--- src/shared/rsc_defs.svh ---
`ifndef RSC_DEFS_SVH
`define RSC_DEFS_SVH

// ----------------------------------------------------------------
// Register offsets
// ----------------------------------------------------------------
`define RSC_ADDR_STATUS 8'h07
`define RSC_ADDR_INTCTL 8'h08
`define RSC_ADDR_SUPCTL 8'h09

// ----------------------------------------------------------------
// Status register fields
// ----------------------------------------------------------------
`define RSC_ST_OSC 6
`define RSC_ST_DST 5
`define RSC_ST_ALM 4
`define RSC_ST_LOW 3
`define RSC_ST_BAT1 2
`define RSC_ST_BAT2 1
`define RSC_ST_TPL 0

// ----------------------------------------------------------------
// Interrupt control and supply control fields
// ----------------------------------------------------------------
`define RSC_IC_AUTOCLR 7
`define RSC_IC_WEN 6
`define RSC_IC_PULSE 5
`define RSC_IC_BKDIS 4
`define RSC_IC_FREQ_LSB 0
`define RSC_SC_STAMP 7
`define RSC_SC_TRIP_LSB 0

// ----------------------------------------------------------------
// Reset values
// ----------------------------------------------------------------
`define RSC_INTCTL_RST 8'h01
`define RSC_SUPCTL_RST 8'h00

// ----------------------------------------------------------------
// Timing and codes
// ----------------------------------------------------------------
`define RSC_CLK_KHZ 10000
`define RSC_PULSE_MS 250
`define RSC_PULSE_CYCLES (`RSC_PULSE_MS * `RSC_CLK_KHZ)
`define RSC_MIN_X9 4'h9
`define RSC_MIN_X0 4'h0
`define RSC_FREQ_OFF 4'h0
`define RSC_FREQ_XTAL 4'h1

`endif

--- src/shared/rsc_pkg.sv ---
package rsc_pkg;

  // ----------------------------------------------------------------
  // Register access from the serial interface logic
  // ----------------------------------------------------------------
  typedef struct packed {
    logic wr;
    logic rd;
    logic stop;
    logic [7:0] addr;
    logic [7:0] wdata;
  } rsc_reg_req_t;

  // ----------------------------------------------------------------
  // Analog comparator and supply-switch levels, not on core_clk
  // ----------------------------------------------------------------
  typedef struct packed {
    logic osc_bad;
    logic on_battery;
    logic vdd_below;
    logic batt_below_first;
    logic batt_below_second;
  } rsc_analog_t;

  // ----------------------------------------------------------------
  // Events from the timekeeping logic, on core_clk
  // ----------------------------------------------------------------
  typedef struct packed {
    logic sec59;
    logic min_tick;
    logic [3:0] min_ones;
    logic tse_set;
    logic dst_fwd;
    logic dst_rev;
    logic alarm_hit;
    logic rtc_wr_req;
  } rsc_time_evt_t;

  typedef enum logic [1:0] {
    RSC_PIN_OFF,
    RSC_PIN_FREQ,
    RSC_PIN_PULSE,
    RSC_PIN_LEVEL
  } rsc_pin_mode_t;

endpackage : rsc_pkg

--- src/rsc_status_ctl.sv ---
`timescale 1ns/100ps
`include "rsc_defs.svh"
// Summary of operation
// Oscillator failure detection sets the oscillator fail flag.
// Forward daylight adjustment sets the applied flag; reverse adjustment clears it.
// Daylight applied flag is read-only; loading a time never sets it.
// Host enables daylight saving over an hour before the programmed event.
// Applied flag clears at power-up and whenever daylight saving is disabled.
// Alarm match sets the alarm flag; host writes can only clear it.
// Alarm set during a status read survives that read's automatic clear.
// On mains, low-supply flag follows the brownout comparator in real time.
// On mains, battery flags sample both comparators when seconds reach 59.
// Setting the temperature sense bit also triggers a battery sampling cycle.
// On battery, sample at minutes x9 or x0; present result on return.
// Total power loss flag set at power-up after both supplies were lost.
// First valid timekeeping write clears the total power loss flag.
// With auto clear, status read ending in stop clears four flags.
// Write enable defaults off, gates time writes; stop aligns the second tick.
// Pulse mode drives a 250 ms low pulse on every alarm match.
// Level mode holds the pin low until the alarm flag is cleared.
// Backup pin disable turns the pin off while running from battery.
// Frequency code maps off, 32768 Hz down to 1/32 Hz; default code 1.
// A nonzero frequency code overrides alarm signalling on the pin.
// Writing the stamp clear bit clears both time stamp register sets.
// Three-bit trip selector picks one of six brownout thresholds.
// Trip codes 110 and 111 are stored but their effect is unspecified.
module rsc_status_ctl #(
  parameter int PULSE_CYCLES = `RSC_PULSE_CYCLES
) (
  input wire logic core_clk,
  input wire logic rst_b,
  input wire logic ce,
  input wire rsc_pkg::rsc_reg_req_t reg_req,
  output logic [7:0] reg_rdata,
  input wire rsc_pkg::rsc_analog_t analog_raw,
  input wire logic osc_clk_raw,
  input wire rsc_pkg::rsc_time_evt_t time_evt,
  input wire logic total_loss_strap,
  input wire logic dst_enable_bit,
  output logic [2:0] supply_trip_select,
  output logic timekeeping_write_enable,
  output logic rtc_wr_grant,
  output logic tick_align,
  output logic stamp_clear,
  output logic irq_fout_o,
  output logic irq_fout_oe
);
  import rsc_pkg::*;

  // ----------------------------------------------------------------
  // Input synchronisers
  // ----------------------------------------------------------------
  logic [5:0] sync_q;
  rsc_analog_t ana;
  logic osc_level;

  rsc_sync2 #(.W(6)) u_sync (
    .core_clk(core_clk),
    .rst_b(rst_b),
    .ce(ce),
    .d({osc_clk_raw, analog_raw}),
    .q(sync_q)
  );

  assign ana = rsc_analog_t'(sync_q[4:0]);
  assign osc_level = sync_q[5];

  // ----------------------------------------------------------------
  // Registers and decode
  // ----------------------------------------------------------------
  logic [7:0] interrupt_control;
  logic [7:0] supply_control;
  logic osc_fail_flag;
  logic dst_applied_flag;
  logic alarm_match_flag;
  logic low_main_supply_flag;
  logic battery_low_first_flag;
  logic battery_low_second_flag;
  logic total_power_loss_flag;
  logic [7:0] status_flags;

  wire sel_status = reg_req.addr == `RSC_ADDR_STATUS;
  wire sel_intctl = reg_req.addr == `RSC_ADDR_INTCTL;
  wire sel_supctl = reg_req.addr == `RSC_ADDR_SUPCTL;
  wire wr_status = reg_req.wr & sel_status;
  wire wr_intctl = reg_req.wr & sel_intctl;
  wire wr_supctl = reg_req.wr & sel_supctl;
  wire rd_status = reg_req.rd & sel_status;

  wire auto_clear_enable = interrupt_control[`RSC_IC_AUTOCLR];
  wire alarm_pulse_select = interrupt_control[`RSC_IC_PULSE];
  wire backup_pin_disable = interrupt_control[`RSC_IC_BKDIS];
  wire [3:0] freq_out_select = interrupt_control[`RSC_IC_FREQ_LSB +: 4];

  assign timekeeping_write_enable = interrupt_control[`RSC_IC_WEN];
  assign supply_trip_select = supply_control[`RSC_SC_TRIP_LSB +: 3];
  assign rtc_wr_grant = time_evt.rtc_wr_req & timekeeping_write_enable;

  assign status_flags = {1'b0, osc_fail_flag, dst_applied_flag, alarm_match_flag,
                         low_main_supply_flag, battery_low_first_flag,
                         battery_low_second_flag, total_power_loss_flag};

  wire [7:0] rd_mux = sel_status ? status_flags :
                      sel_intctl ? interrupt_control :
                      sel_supctl ? supply_control : 8'h00;

  always_ff @(posedge core_clk or negedge rst_b) begin
    if (!rst_b) begin
      interrupt_control <= `RSC_INTCTL_RST;
      supply_control <= `RSC_SUPCTL_RST;
      reg_rdata <= 8'h00;
      stamp_clear <= 1'b0;
    end else if (ce) begin
      if (wr_intctl) interrupt_control <= reg_req.wdata;
      if (wr_supctl) supply_control <= reg_req.wdata;
      if (reg_req.rd) reg_rdata <= rd_mux;
      stamp_clear <= wr_supctl & reg_req.wdata[`RSC_SC_STAMP];
    end
  end

  // ----------------------------------------------------------------
  // Status read window and automatic clearing
  // ----------------------------------------------------------------
  // An alarm that lands inside the read window must not be wiped by
  // the clear that the same read earns at its stop.
  logic rd_window;
  logic alm_in_read;
  wire hit = time_evt.alarm_hit;
  wire autoclr_go = reg_req.stop & rd_window & auto_clear_enable;
  wire clr_alm = (autoclr_go & ~alm_in_read) | (wr_status & ~reg_req.wdata[`RSC_ST_ALM]);
  wire clr_low = autoclr_go | (wr_status & ~reg_req.wdata[`RSC_ST_LOW]);
  wire clr_bat1 = autoclr_go | (wr_status & ~reg_req.wdata[`RSC_ST_BAT1]);
  wire clr_bat2 = autoclr_go | (wr_status & ~reg_req.wdata[`RSC_ST_BAT2]);
  wire clr_osc = wr_status & ~reg_req.wdata[`RSC_ST_OSC];

  always_ff @(posedge core_clk or negedge rst_b) begin
    if (!rst_b) begin
      rd_window <= 1'b0;
      alm_in_read <= 1'b0;
    end else if (ce) begin
      rd_window <= ~reg_req.stop & (rd_window | rd_status);
      alm_in_read <= ~reg_req.stop & (alm_in_read | (hit & (rd_window | rd_status)));
    end
  end

  // ----------------------------------------------------------------
  // Oscillator, daylight saving and alarm flags
  // ----------------------------------------------------------------
  wire dst_set = time_evt.dst_fwd & dst_enable_bit;
  wire dst_clr = time_evt.dst_rev | ~dst_enable_bit;

  always_ff @(posedge core_clk or negedge rst_b) begin
    if (!rst_b) begin
      osc_fail_flag <= 1'b0;
      dst_applied_flag <= 1'b0;
      alarm_match_flag <= 1'b0;
    end else if (ce) begin
      osc_fail_flag <= ana.osc_bad | (osc_fail_flag & ~clr_osc);
      // Only the forward event sets this; writes and time loads never do.
      dst_applied_flag <= dst_set | (dst_applied_flag & ~dst_clr);
      alarm_match_flag <= hit | (alarm_match_flag & ~clr_alm);
    end
  end

  // ----------------------------------------------------------------
  // Supply and battery monitors
  // ----------------------------------------------------------------
  logic was_batt;
  logic pend_valid;
  logic pend_first;
  logic pend_second;
  wire on_batt = ana.on_battery;
  wire min_hit = (time_evt.min_ones == `RSC_MIN_X9) | (time_evt.min_ones == `RSC_MIN_X0);
  wire samp_mains = ~on_batt & (time_evt.sec59 | time_evt.tse_set);
  wire samp_batt = on_batt & time_evt.min_tick & min_hit;
  wire resume = ~on_batt & was_batt & pend_valid;
  wire bat_apply = samp_mains | resume;
  wire val_first = samp_mains ? ana.batt_below_first : pend_first;
  wire val_second = samp_mains ? ana.batt_below_second : pend_second;

  always_ff @(posedge core_clk or negedge rst_b) begin
    if (!rst_b) begin
      was_batt <= 1'b0;
      pend_valid <= 1'b0;
      pend_first <= 1'b0;
      pend_second <= 1'b0;
    end else if (ce) begin
      was_batt <= on_batt;
      if (samp_batt) begin
        pend_valid <= 1'b1;
        pend_first <= ana.batt_below_first;
        pend_second <= ana.batt_below_second;
      end else if (resume) begin
        pend_valid <= 1'b0;
      end
    end
  end

  // The brownout comparator is meaningless on battery, so the flag holds there until a status write or auto clear clears it.
  always_ff @(posedge core_clk or negedge rst_b) begin
    if (!rst_b) begin
      low_main_supply_flag <= 1'b0;
      battery_low_first_flag <= 1'b0;
      battery_low_second_flag <= 1'b0;
    end else if (ce) begin
      low_main_supply_flag <= on_batt ? (low_main_supply_flag & ~clr_low) :
                              ana.vdd_below;
      battery_low_first_flag <= bat_apply ? val_first :
                                (battery_low_first_flag & ~clr_bat1);
      battery_low_second_flag <= bat_apply ? val_second :
                                 (battery_low_second_flag & ~clr_bat2);
    end
  end

  // ----------------------------------------------------------------
  // Total power loss flag and write alignment
  // ----------------------------------------------------------------
  // The strap is caught on the first enabled edge after reset release.
  logic strap_done;
  logic align_pend;

  always_ff @(posedge core_clk or negedge rst_b) begin
    if (!rst_b) begin
      strap_done <= 1'b0;
      total_power_loss_flag <= 1'b0;
      align_pend <= 1'b0;
      tick_align <= 1'b0;
    end else if (ce) begin
      strap_done <= 1'b1;
      if (!strap_done) total_power_loss_flag <= total_loss_strap;
      else if (rtc_wr_grant) total_power_loss_flag <= 1'b0;
      align_pend <= ~reg_req.stop & (align_pend | rtc_wr_grant);
      tick_align <= reg_req.stop & (align_pend | rtc_wr_grant);
    end
  end

  // ----------------------------------------------------------------
  // Interrupt and frequency pin
  // ----------------------------------------------------------------
  logic wave;
  logic pulse_active;
  rsc_pin_mode_t pin_mode;

  rsc_fout_gen #(.PULSE_CYCLES(PULSE_CYCLES)) u_fout (
    .core_clk(core_clk),
    .rst_b(rst_b),
    .ce(ce),
    .osc_level(osc_level),
    .freq_sel(freq_out_select),
    .alarm_hit(hit),
    .pulse_mode(alarm_pulse_select),
    .wave(wave),
    .pulse_active(pulse_active)
  );

  assign pin_mode = (on_batt & backup_pin_disable) ? RSC_PIN_OFF :
                    (freq_out_select != `RSC_FREQ_OFF) ? RSC_PIN_FREQ :
                    alarm_pulse_select ? RSC_PIN_PULSE : RSC_PIN_LEVEL;
  // The pin is open drain: it only ever pulls low.
  assign irq_fout_o = 1'b0;

  always_ff @(posedge core_clk or negedge rst_b) begin
    if (!rst_b) begin
      irq_fout_oe <= 1'b0;
    end else if (ce) begin
      case (pin_mode)
        RSC_PIN_OFF: irq_fout_oe <= 1'b0;
        RSC_PIN_FREQ: irq_fout_oe <= ~wave;
        RSC_PIN_PULSE: irq_fout_oe <= pulse_active;
        default: irq_fout_oe <= alarm_match_flag;
      endcase
    end
  end
endmodule : rsc_status_ctl

--- src/rsc_sync2.sv ---
`timescale 1ns/100ps
module rsc_sync2 #(
  parameter int W = 1
) (
  input wire logic core_clk,
  input wire logic rst_b,
  input wire logic ce,
  input wire logic [W-1:0] d,
  output logic [W-1:0] q
);
  logic [W-1:0] meta;

  always_ff @(posedge core_clk or negedge rst_b) begin
    if (!rst_b) begin
      meta <= '0;
      q <= '0;
    end else if (ce) begin
      meta <= d;
      q <= meta;
    end
  end
endmodule : rsc_sync2

--- src/rsc_fout_gen.sv ---
`timescale 1ns/100ps
`include "rsc_defs.svh"
module rsc_fout_gen #(
  parameter int PULSE_CYCLES = `RSC_PULSE_CYCLES
) (
  input wire logic core_clk,
  input wire logic rst_b,
  input wire logic ce,
  input wire logic osc_level,
  input wire logic [3:0] freq_sel,
  input wire logic alarm_hit,
  input wire logic pulse_mode,
  output logic wave,
  output logic pulse_active
);
  import rsc_pkg::*;

  logic osc_prev;
  logic [19:0] div;
  logic [21:0] pulse_cnt;
  logic [15:0] taps;
  wire osc_rise = osc_level & ~osc_prev;
  wire pulse_load = alarm_hit & pulse_mode;

  // Each divider bit halves the crystal rate; code 1 passes the crystal itself.
  assign taps = {div[19:8], div[4], div[2], osc_level, 1'b1};

  always_ff @(posedge core_clk or negedge rst_b) begin
    if (!rst_b) begin
      osc_prev <= 1'b0;
      div <= 20'h0;
      wave <= 1'b1;
    end else if (ce) begin
      osc_prev <= osc_level;
      div <= osc_rise ? div + 20'h1 : div;
      wave <= taps[freq_sel];
    end
  end

  // A new match restarts the pulse, so matches close together merge.
  always_ff @(posedge core_clk or negedge rst_b) begin
    if (!rst_b) begin
      pulse_cnt <= 22'h0;
      pulse_active <= 1'b0;
    end else if (ce) begin
      if (pulse_load) begin
        pulse_cnt <= 22'(PULSE_CYCLES - 1);
        pulse_active <= 1'b1;
      end else if (pulse_cnt != 22'h0) begin
        pulse_cnt <= pulse_cnt - 22'h1;
      end else begin
        pulse_active <= 1'b0;
      end
    end
  end
endmodule : rsc_fout_gen

--- config.mk ---
export PLATFORM = sky130hd
export DESIGN_NAME = rsc_status_ctl
export DESIGN_NICKNAME = d
export VERILOG_FILES = /design/src/shared/rsc_pkg.sv /design/src/rsc_status_ctl.sv /design/src/rsc_sync2.sv /design/src/rsc_fout_gen.sv
export VERILOG_INCLUDE_DIRS = /design/src /design/src/shared
export SDC_FILE = /design/constraint.sdc
export NUM_CORES = 1
export LEC_CHECK = 0
export BUFFER_PORTS_ARGS = -buffer_cell sky130_fd_sc_hd__buf_2
export CAP_MARGIN = 20
export CORE_MARGIN = 2
export CORE_UTILIZATION = 32
export CTS_CLUSTER_DIAMETER = 60
export CTS_CLUSTER_SIZE = 10
export DETAILED_ROUTE_END_ITERATION = 7
export PLACE_DENSITY = 0.49
export SKIP_LAST_GASP = 1
export SLEW_MARGIN = 20
export SYNTH_ARGS = -nofsm -noshare
export SYNTH_HDL_FRONTEND = slang
export SYNTH_HIERARCHICAL = 1
export SYNTH_SLANG_ARGS = --single-unit
export TNS_END_PERCENT = 5
--- constraint.sdc ---
create_clock -name core_clk -period 6.3 [get_ports core_clk]
set_input_delay 0.315 -clock core_clk [delete_from_list [all_inputs] [get_ports core_clk]]
set_output_delay 0.315 -clock core_clk [all_outputs]
set_load 0.01 [all_outputs]
=== Word-level counts from Yosys, hierarchy flattened ===
Cells that the tools add are included.

* Bitwise logic cells: 65
* Reduce and logical (&&, ||, !) cells: 15
* Add/sub/neg operators: 2
* Muxes and demuxes: 22
* Eq/ne operators: 8
* Order comparisons: 1

{| class="wikitable"
|+ Operators with widths
! cell !! number
|-
| two-way mux 22 bit || 2
|-
| AND 1 bit || 34
|-
| two-way mux 8 bit || 3
|-
| nonzero test 22 bit || 1
|-
| subtractor 22 x 1 -> 22 bit (second input constant) || 1
|-
| adder 20 x 1 -> 20 bit (second input constant) || 1
|-
| AND reduction 2 bit || 9
|-
| NOT 1 bit || 17
|-
| == test 8 x 4 -> 1 bit (second input constant) || 2
|-
| OR 1 bit || 14
|-
| two-way mux 1 bit || 13
|-
| == test 8 x 3 -> 1 bit (second input constant) || 1
|-
| less-than comparator 4 x 5 -> 1 bit (second input constant) || 1
|-
| binary-select mux 1 bit (select 4 bit) || 1
|-
| == test 4 bit (second input constant) || 1
|-
| zero test 4 bit || 1
|-
| two-way mux 2 bit || 2
|-
| nonzero test 2 bit || 2
|-
| nonzero test 4 bit || 1
|-
| one-hot mux 1 bit (3 select lines) || 1
|-
| == test 2 x 1 -> 1 bit (second input constant) || 1
|-
| == test 2 bit (second input constant) || 1
|-
| zero test 2 bit || 1
|-
| != test 2 x 1 -> 1 bit (second input constant) || 1
|-
| != test 2 bit (second input constant) || 1
|}

* Word-level logic and storage cells: 141
* Bits in registers: 99
* Output and inout bits: 17
* Bits of input ports: 41

=== Logic depth before layout (Yosys ltp) ===
* Depth in word-level cells: 7
* Depth in mapped cells: 6
* Mapped depth without buffers: 6

=== Hierarchy ===
Netlist, hierarchy kept.

{| class="wikitable"
|+ Modules (own cells, without submodules)
! module !! cells each !! seq. area each (µm²) !! times used !! area an instance (µm²)
|-
| rsc_fout_gen || 250 || 1127.3 || 1 || 2521.2
|-
| rsc_status_ctl || 174 || 1052.3 || 1 || 2035.7
|-
| rsc_sync2 || 25 || 300.3 || 1 || 484.2
|}

=== Worst setup path before layout ===
Ideal clock, no wire load.

* Kind: register to register
* Start point: register u_fout.pulse_cnt[0]
* End point: register u_fout.pulse_cnt[1]
* Library setup time: 0.125 ns
* Path buffers: 0
* Arrival: 1.906 ns
* Clock period less this slack: 2.030 ns
* Setup slack: 4.270 ns
* Data required time: 6.175 ns
* Stages on the path, launching flop included: 7
* Cell sequence: dfrtp_1 -> inv_1 -> ha_1 -> nor3b_1 -> nand3_1 -> o21ai_0 -> mux2_2

* Word-level cells in the longest chain between the ends: 3
* Elaborated cells between the ends (all ways): 6
* Classes of those cells: add/sub: 1; mux: 2; reduce/logical: 3

{| class="wikitable"
|+ RTL lines
! what !! RTL line !! source
|-
| start: declaration || rsc_fout_gen.sv:20 || <nowiki>logic [21:0] pulse_cnt;</nowiki>
|-
| start signal: assignment || rsc_fout_gen.sv:47 || <nowiki>pulse_cnt <= 22'(PULSE_CYCLES - 1);</nowiki>
|-
| start signal: assignment || rsc_fout_gen.sv:50 || <nowiki>pulse_cnt <= pulse_cnt - 22'h1;</nowiki>
|-
| subtractor 22 x 1 -> 22 bit or nonzero test 22 bit (tied branches) || rsc_fout_gen.sv:50, rsc_fout_gen.sv:49 ||
|-
| two-way mux 22 bit or nonzero test 2 bit (tied branches) || - ||
|-
| two-way mux 22 bit or AND reduction 2 bit (tied branches) || - ||
|}

Parallel ways exist; a longest one is shown, timed or not. The select of a mux whose other input is x is not followed.
A chain may end at the register's enable or synchronous reset.

=== Worst setup path in the final report ===
Ends and elaborated chain as after synthesis.

==> summary.md <==
| Metric | Value |
|---|---|
| Multi-input gate area | 2410 sq um |
| Hold Fails Final Rpt | 0 |
| Post-synthesis cell type with the largest combined area | dfrtp_1 |
| Final hold slack | 195 ps |
| Port bufs | 56 |
| Worst endpoint required time | 6530 ps |
| Die Area | 16800 sq um |
| Synth Area in Adders | 0.496% |
| Post-synthesis mux area share | 13.8% |
| CTS tree | yes |
| Gate power share | 24.0% |
| Cell Rows | 45 |
| CP Capture Type | flop |
| Top cell type's share of synthesized area | 48.2% |
| Worst-Margin Slew | 870 ps |
| Wire length per cell | 16.2 um |
| Simple-Gate Fraction of Synth Area | 19.0% |
| Worst VDD drop | 0.141 mV |
| Hold Path Class | input port to flop |
| Setup skew after layout | 4.77 ps |
| GP Congestion | 0.778 |
| Reg2Reg Setup Slack | 3870 ps |
| Worst Hold Launch | analog_raw[3] |
| Layout Area Growth over Synthesis | 14.8% |
| PnR Total Power | 1.80 mW |
| 1st-iter DRT viols | 216 |
| CP arrival | 2650 ps |
| Global route overflow | 0 |
| H-tree depth | 3 |
| CTS resizes | 0 |
| Post-layout nets | 546 |
| Syn_area_per_cell | 11.2 sq um |
| Total track usage | 14.5% |
| Fillers | 1539 |
| Setup Crit Path Kind | flop to flop |
| Number of global-route vias before repair | 3661 |
| Inserted Clock Buffers | 9 |
| Synth unique cells | 64 |
| Clk sinks | 99 |
| Postcts setup bufs | 0 |
| Clk network pwr share | 28.6% |
| Crit path max fanout | 7 |
| Register area share after synthesis | 49.2% |
| Setup TNS | 0 ps |
| Share of cells above drive strength 1 | 26.4% |
| Psw | 0.603 mW |
| RSZ-0062 raised after global routing | false |
| Slew HR | 42.0% |
| Routed wire length | 11600 um |
| Post-Syn Area | 5040 sq um |
| Mapped Cells | 449 |
| Critical R2R Launch | u_fout/pulse_cnt[0] |
| Initial core utilization | 32.9% |
| DP Wirelength | 8240 um |
| Clock Latency Late Sink | 350 ps |
| WHS Path Cells | 2 |
| I/O pin cnt | 58 |
| DRC | 0 |
| Diode count | 0 |
| ANT nets after route | 0 |
| Sw Share | 33.5% |
| R2r worst-path depth | 6 |
| Final Cell Area | 5790 sq um |
| Seq cells post-synth | 99 |
| Clock buffer depth | 2 |
| Fin crit share | 38.5% |
| Synth Area in XOR/XNOR | 3.47% |
| Main synth FF type | dfrtp_1 |
| Synth Warn # | 6 |
| Final setup violation count | 0 |
| Tmin final | 2430 ps |
| Vias per cell | 5.11 |
| Synthesized Nets | 492 |
| Final Slew Violations | 0 |
| Initial antenna violation count | 1 |
| Clk pin slew, worst setup/hold paths | 70 ps |
| Die H | 130 um |
| Post-synth EDFFs | 0 |
| First-pass GRT wire length | 19200 um |
| Maxcap violations | 0 |
| Sequential Power Share | 47.4% |
| Post-CTS Hold Fix Bufs | 1 |
| Via count | 3670 |
| Placed inst area | 5510 sq um |
| Synth Area in Compound Gates | 11.0% |
| Core footprint | 15300 sq um |
| Outcome | complete, no violations |
| Achievable frequency | 412 MHz |
| Sequential Area | 2480 sq um |
| Largest family of logic cells by synthesized area | simple AND/OR/NAND/NOR gates |
| Largest net degree at the start of global routing | 69 |
| Pleak | 2.58 nW |
| R2R Path End | u_fout/pulse_cnt[1] |
| Worst hold endpoint | u_sync/meta[3] |
| Top-count cell post-synth | dfrtp_1 |
| CP Launch Type | flop |
| DRT Pass-1 Iters | 4 |
| Synth top area cells | dfrtp_1 (48%), mux2_2 (7.1%), mux2_4 (3.0%) |
| FFs w/ async S/R, synth | 100% |
| PwrDens | 311 nW/um^2 |
| Commonest cells post-synth | dfrtp_1 (97), mux2_2 (32), nand2_1 (31), o21ai_0 (20), nand3_1 (19) |
| Die Wd | 130 um |
| Clk root buf | clkbuf_16 |
| Cell Int Power | 1.20 mW |
-- worst max-delay path: stages, from the launching register on --
cell	delay, ps
dfrtp_1	400
inv_1	90
ha_1	200
nor3b_1	550
nand3_1	300
o21ai_0	400
mux2_2	380
-- state kept, by name, indices dropped and copies added (netlist names), 6 cells and up --
register,cells
u_sync/q,6
u_sync/meta,6
supply_control,8
interrupt_control,8
reg_rdata,8
u_fout/pulse_cnt,22
u_fout/div,20
-- cell type report --
class | instances | area share [%]
Inverter | 14 | 0.908
Tap cell | 211 | 4.56
Sequential cell | 99 | 42.8
Clock buffer | 10 | 3.96
Timing Repair Buffer | 59 | 5.32
Clock inverter | 5 | 0.692
Multi-Input combinational cell | 320 | 41.7
-- cells by family after synthesis --
family                     after synthesis
and+or+nand+nor                        159
DFF                                     99
AOI/OAI and AO/OA                       81
muxes                                   57
buffers and inverters                   30
xor gates and xnor gates                20
adders and majority gates                2
other                                    1
-- through the flow --
step                setup WS, ps  utilization (%)  cells
global route                3590             37.8    718
floorplan                   4270                -    449
finish                      3870             37.8    718
CTS                         3880             37.8    718
detailed placement          3890             36.0    702
global placement            3920             36.0    702
-- how the worst max path moves through the flow --
stage | startpoint | end | slack (ps)
finish | u_fout/pulse_cnt[0] | u_fout/pulse_cnt[1] | 3870
global route | u_fout/pulse_cnt[0] | u_fout/pulse_cnt[1] | 3590
CTS | u_fout/pulse_cnt[0] | u_fout/pulse_cnt[1] | 3880
detailed placement | ce | supply_control[2] | 3890
global placement | ce | supply_control[1] | 3920
floorplan | u_fout/pulse_cnt[0] | u_fout/pulse_cnt[1] | 4270
-- routing by layer --
layer | vias to the layer above | global-route usage, % | wire (um)
met5 | - | 0 | 16
met4 | 2 | 4.30 | 165
met3 | 16 | 3.67 | 460
met2 | 63 | 21.8 | 5200
met1 | 1804 | 20.8 | 5800
li1 | 1785 | - | -
-- power by group through the flow --
stage	combinational, mW	clock (mW)	sequential (mW)
CTS	0.437	0.534	0.851
global route	0.491	0.561	0.871
global placement	0.429	0	0.859
detailed placement	0.436	0	0.861
finish	0.433	0.515	0.853
floorplan	0.360	0	0.823
-- cell usage in the layout (no fill, tap or decap), drive strengths merged, types with 3 or more instances in the layout --
cell type,n
dfrtp,97
buf,58
mux2,42
nand2,31
o21ai,20
nand3,19
nor2,18
nor4,17
inv,15
a21oi,14
mux2i,12
nand4,11
xor2,11
clkbuf,10
nor3,10
xnor2,9
and2,8
a211oi,8
and3,7
a22oi,7
or4,6
or3,5
nand2b,4
o211ai,4
or2,4
o31ai,4
nor3b,4
nor2b,3
clkinvlp,3
mux4,3
nor4b,3
(Power assumes the default switching activity.)
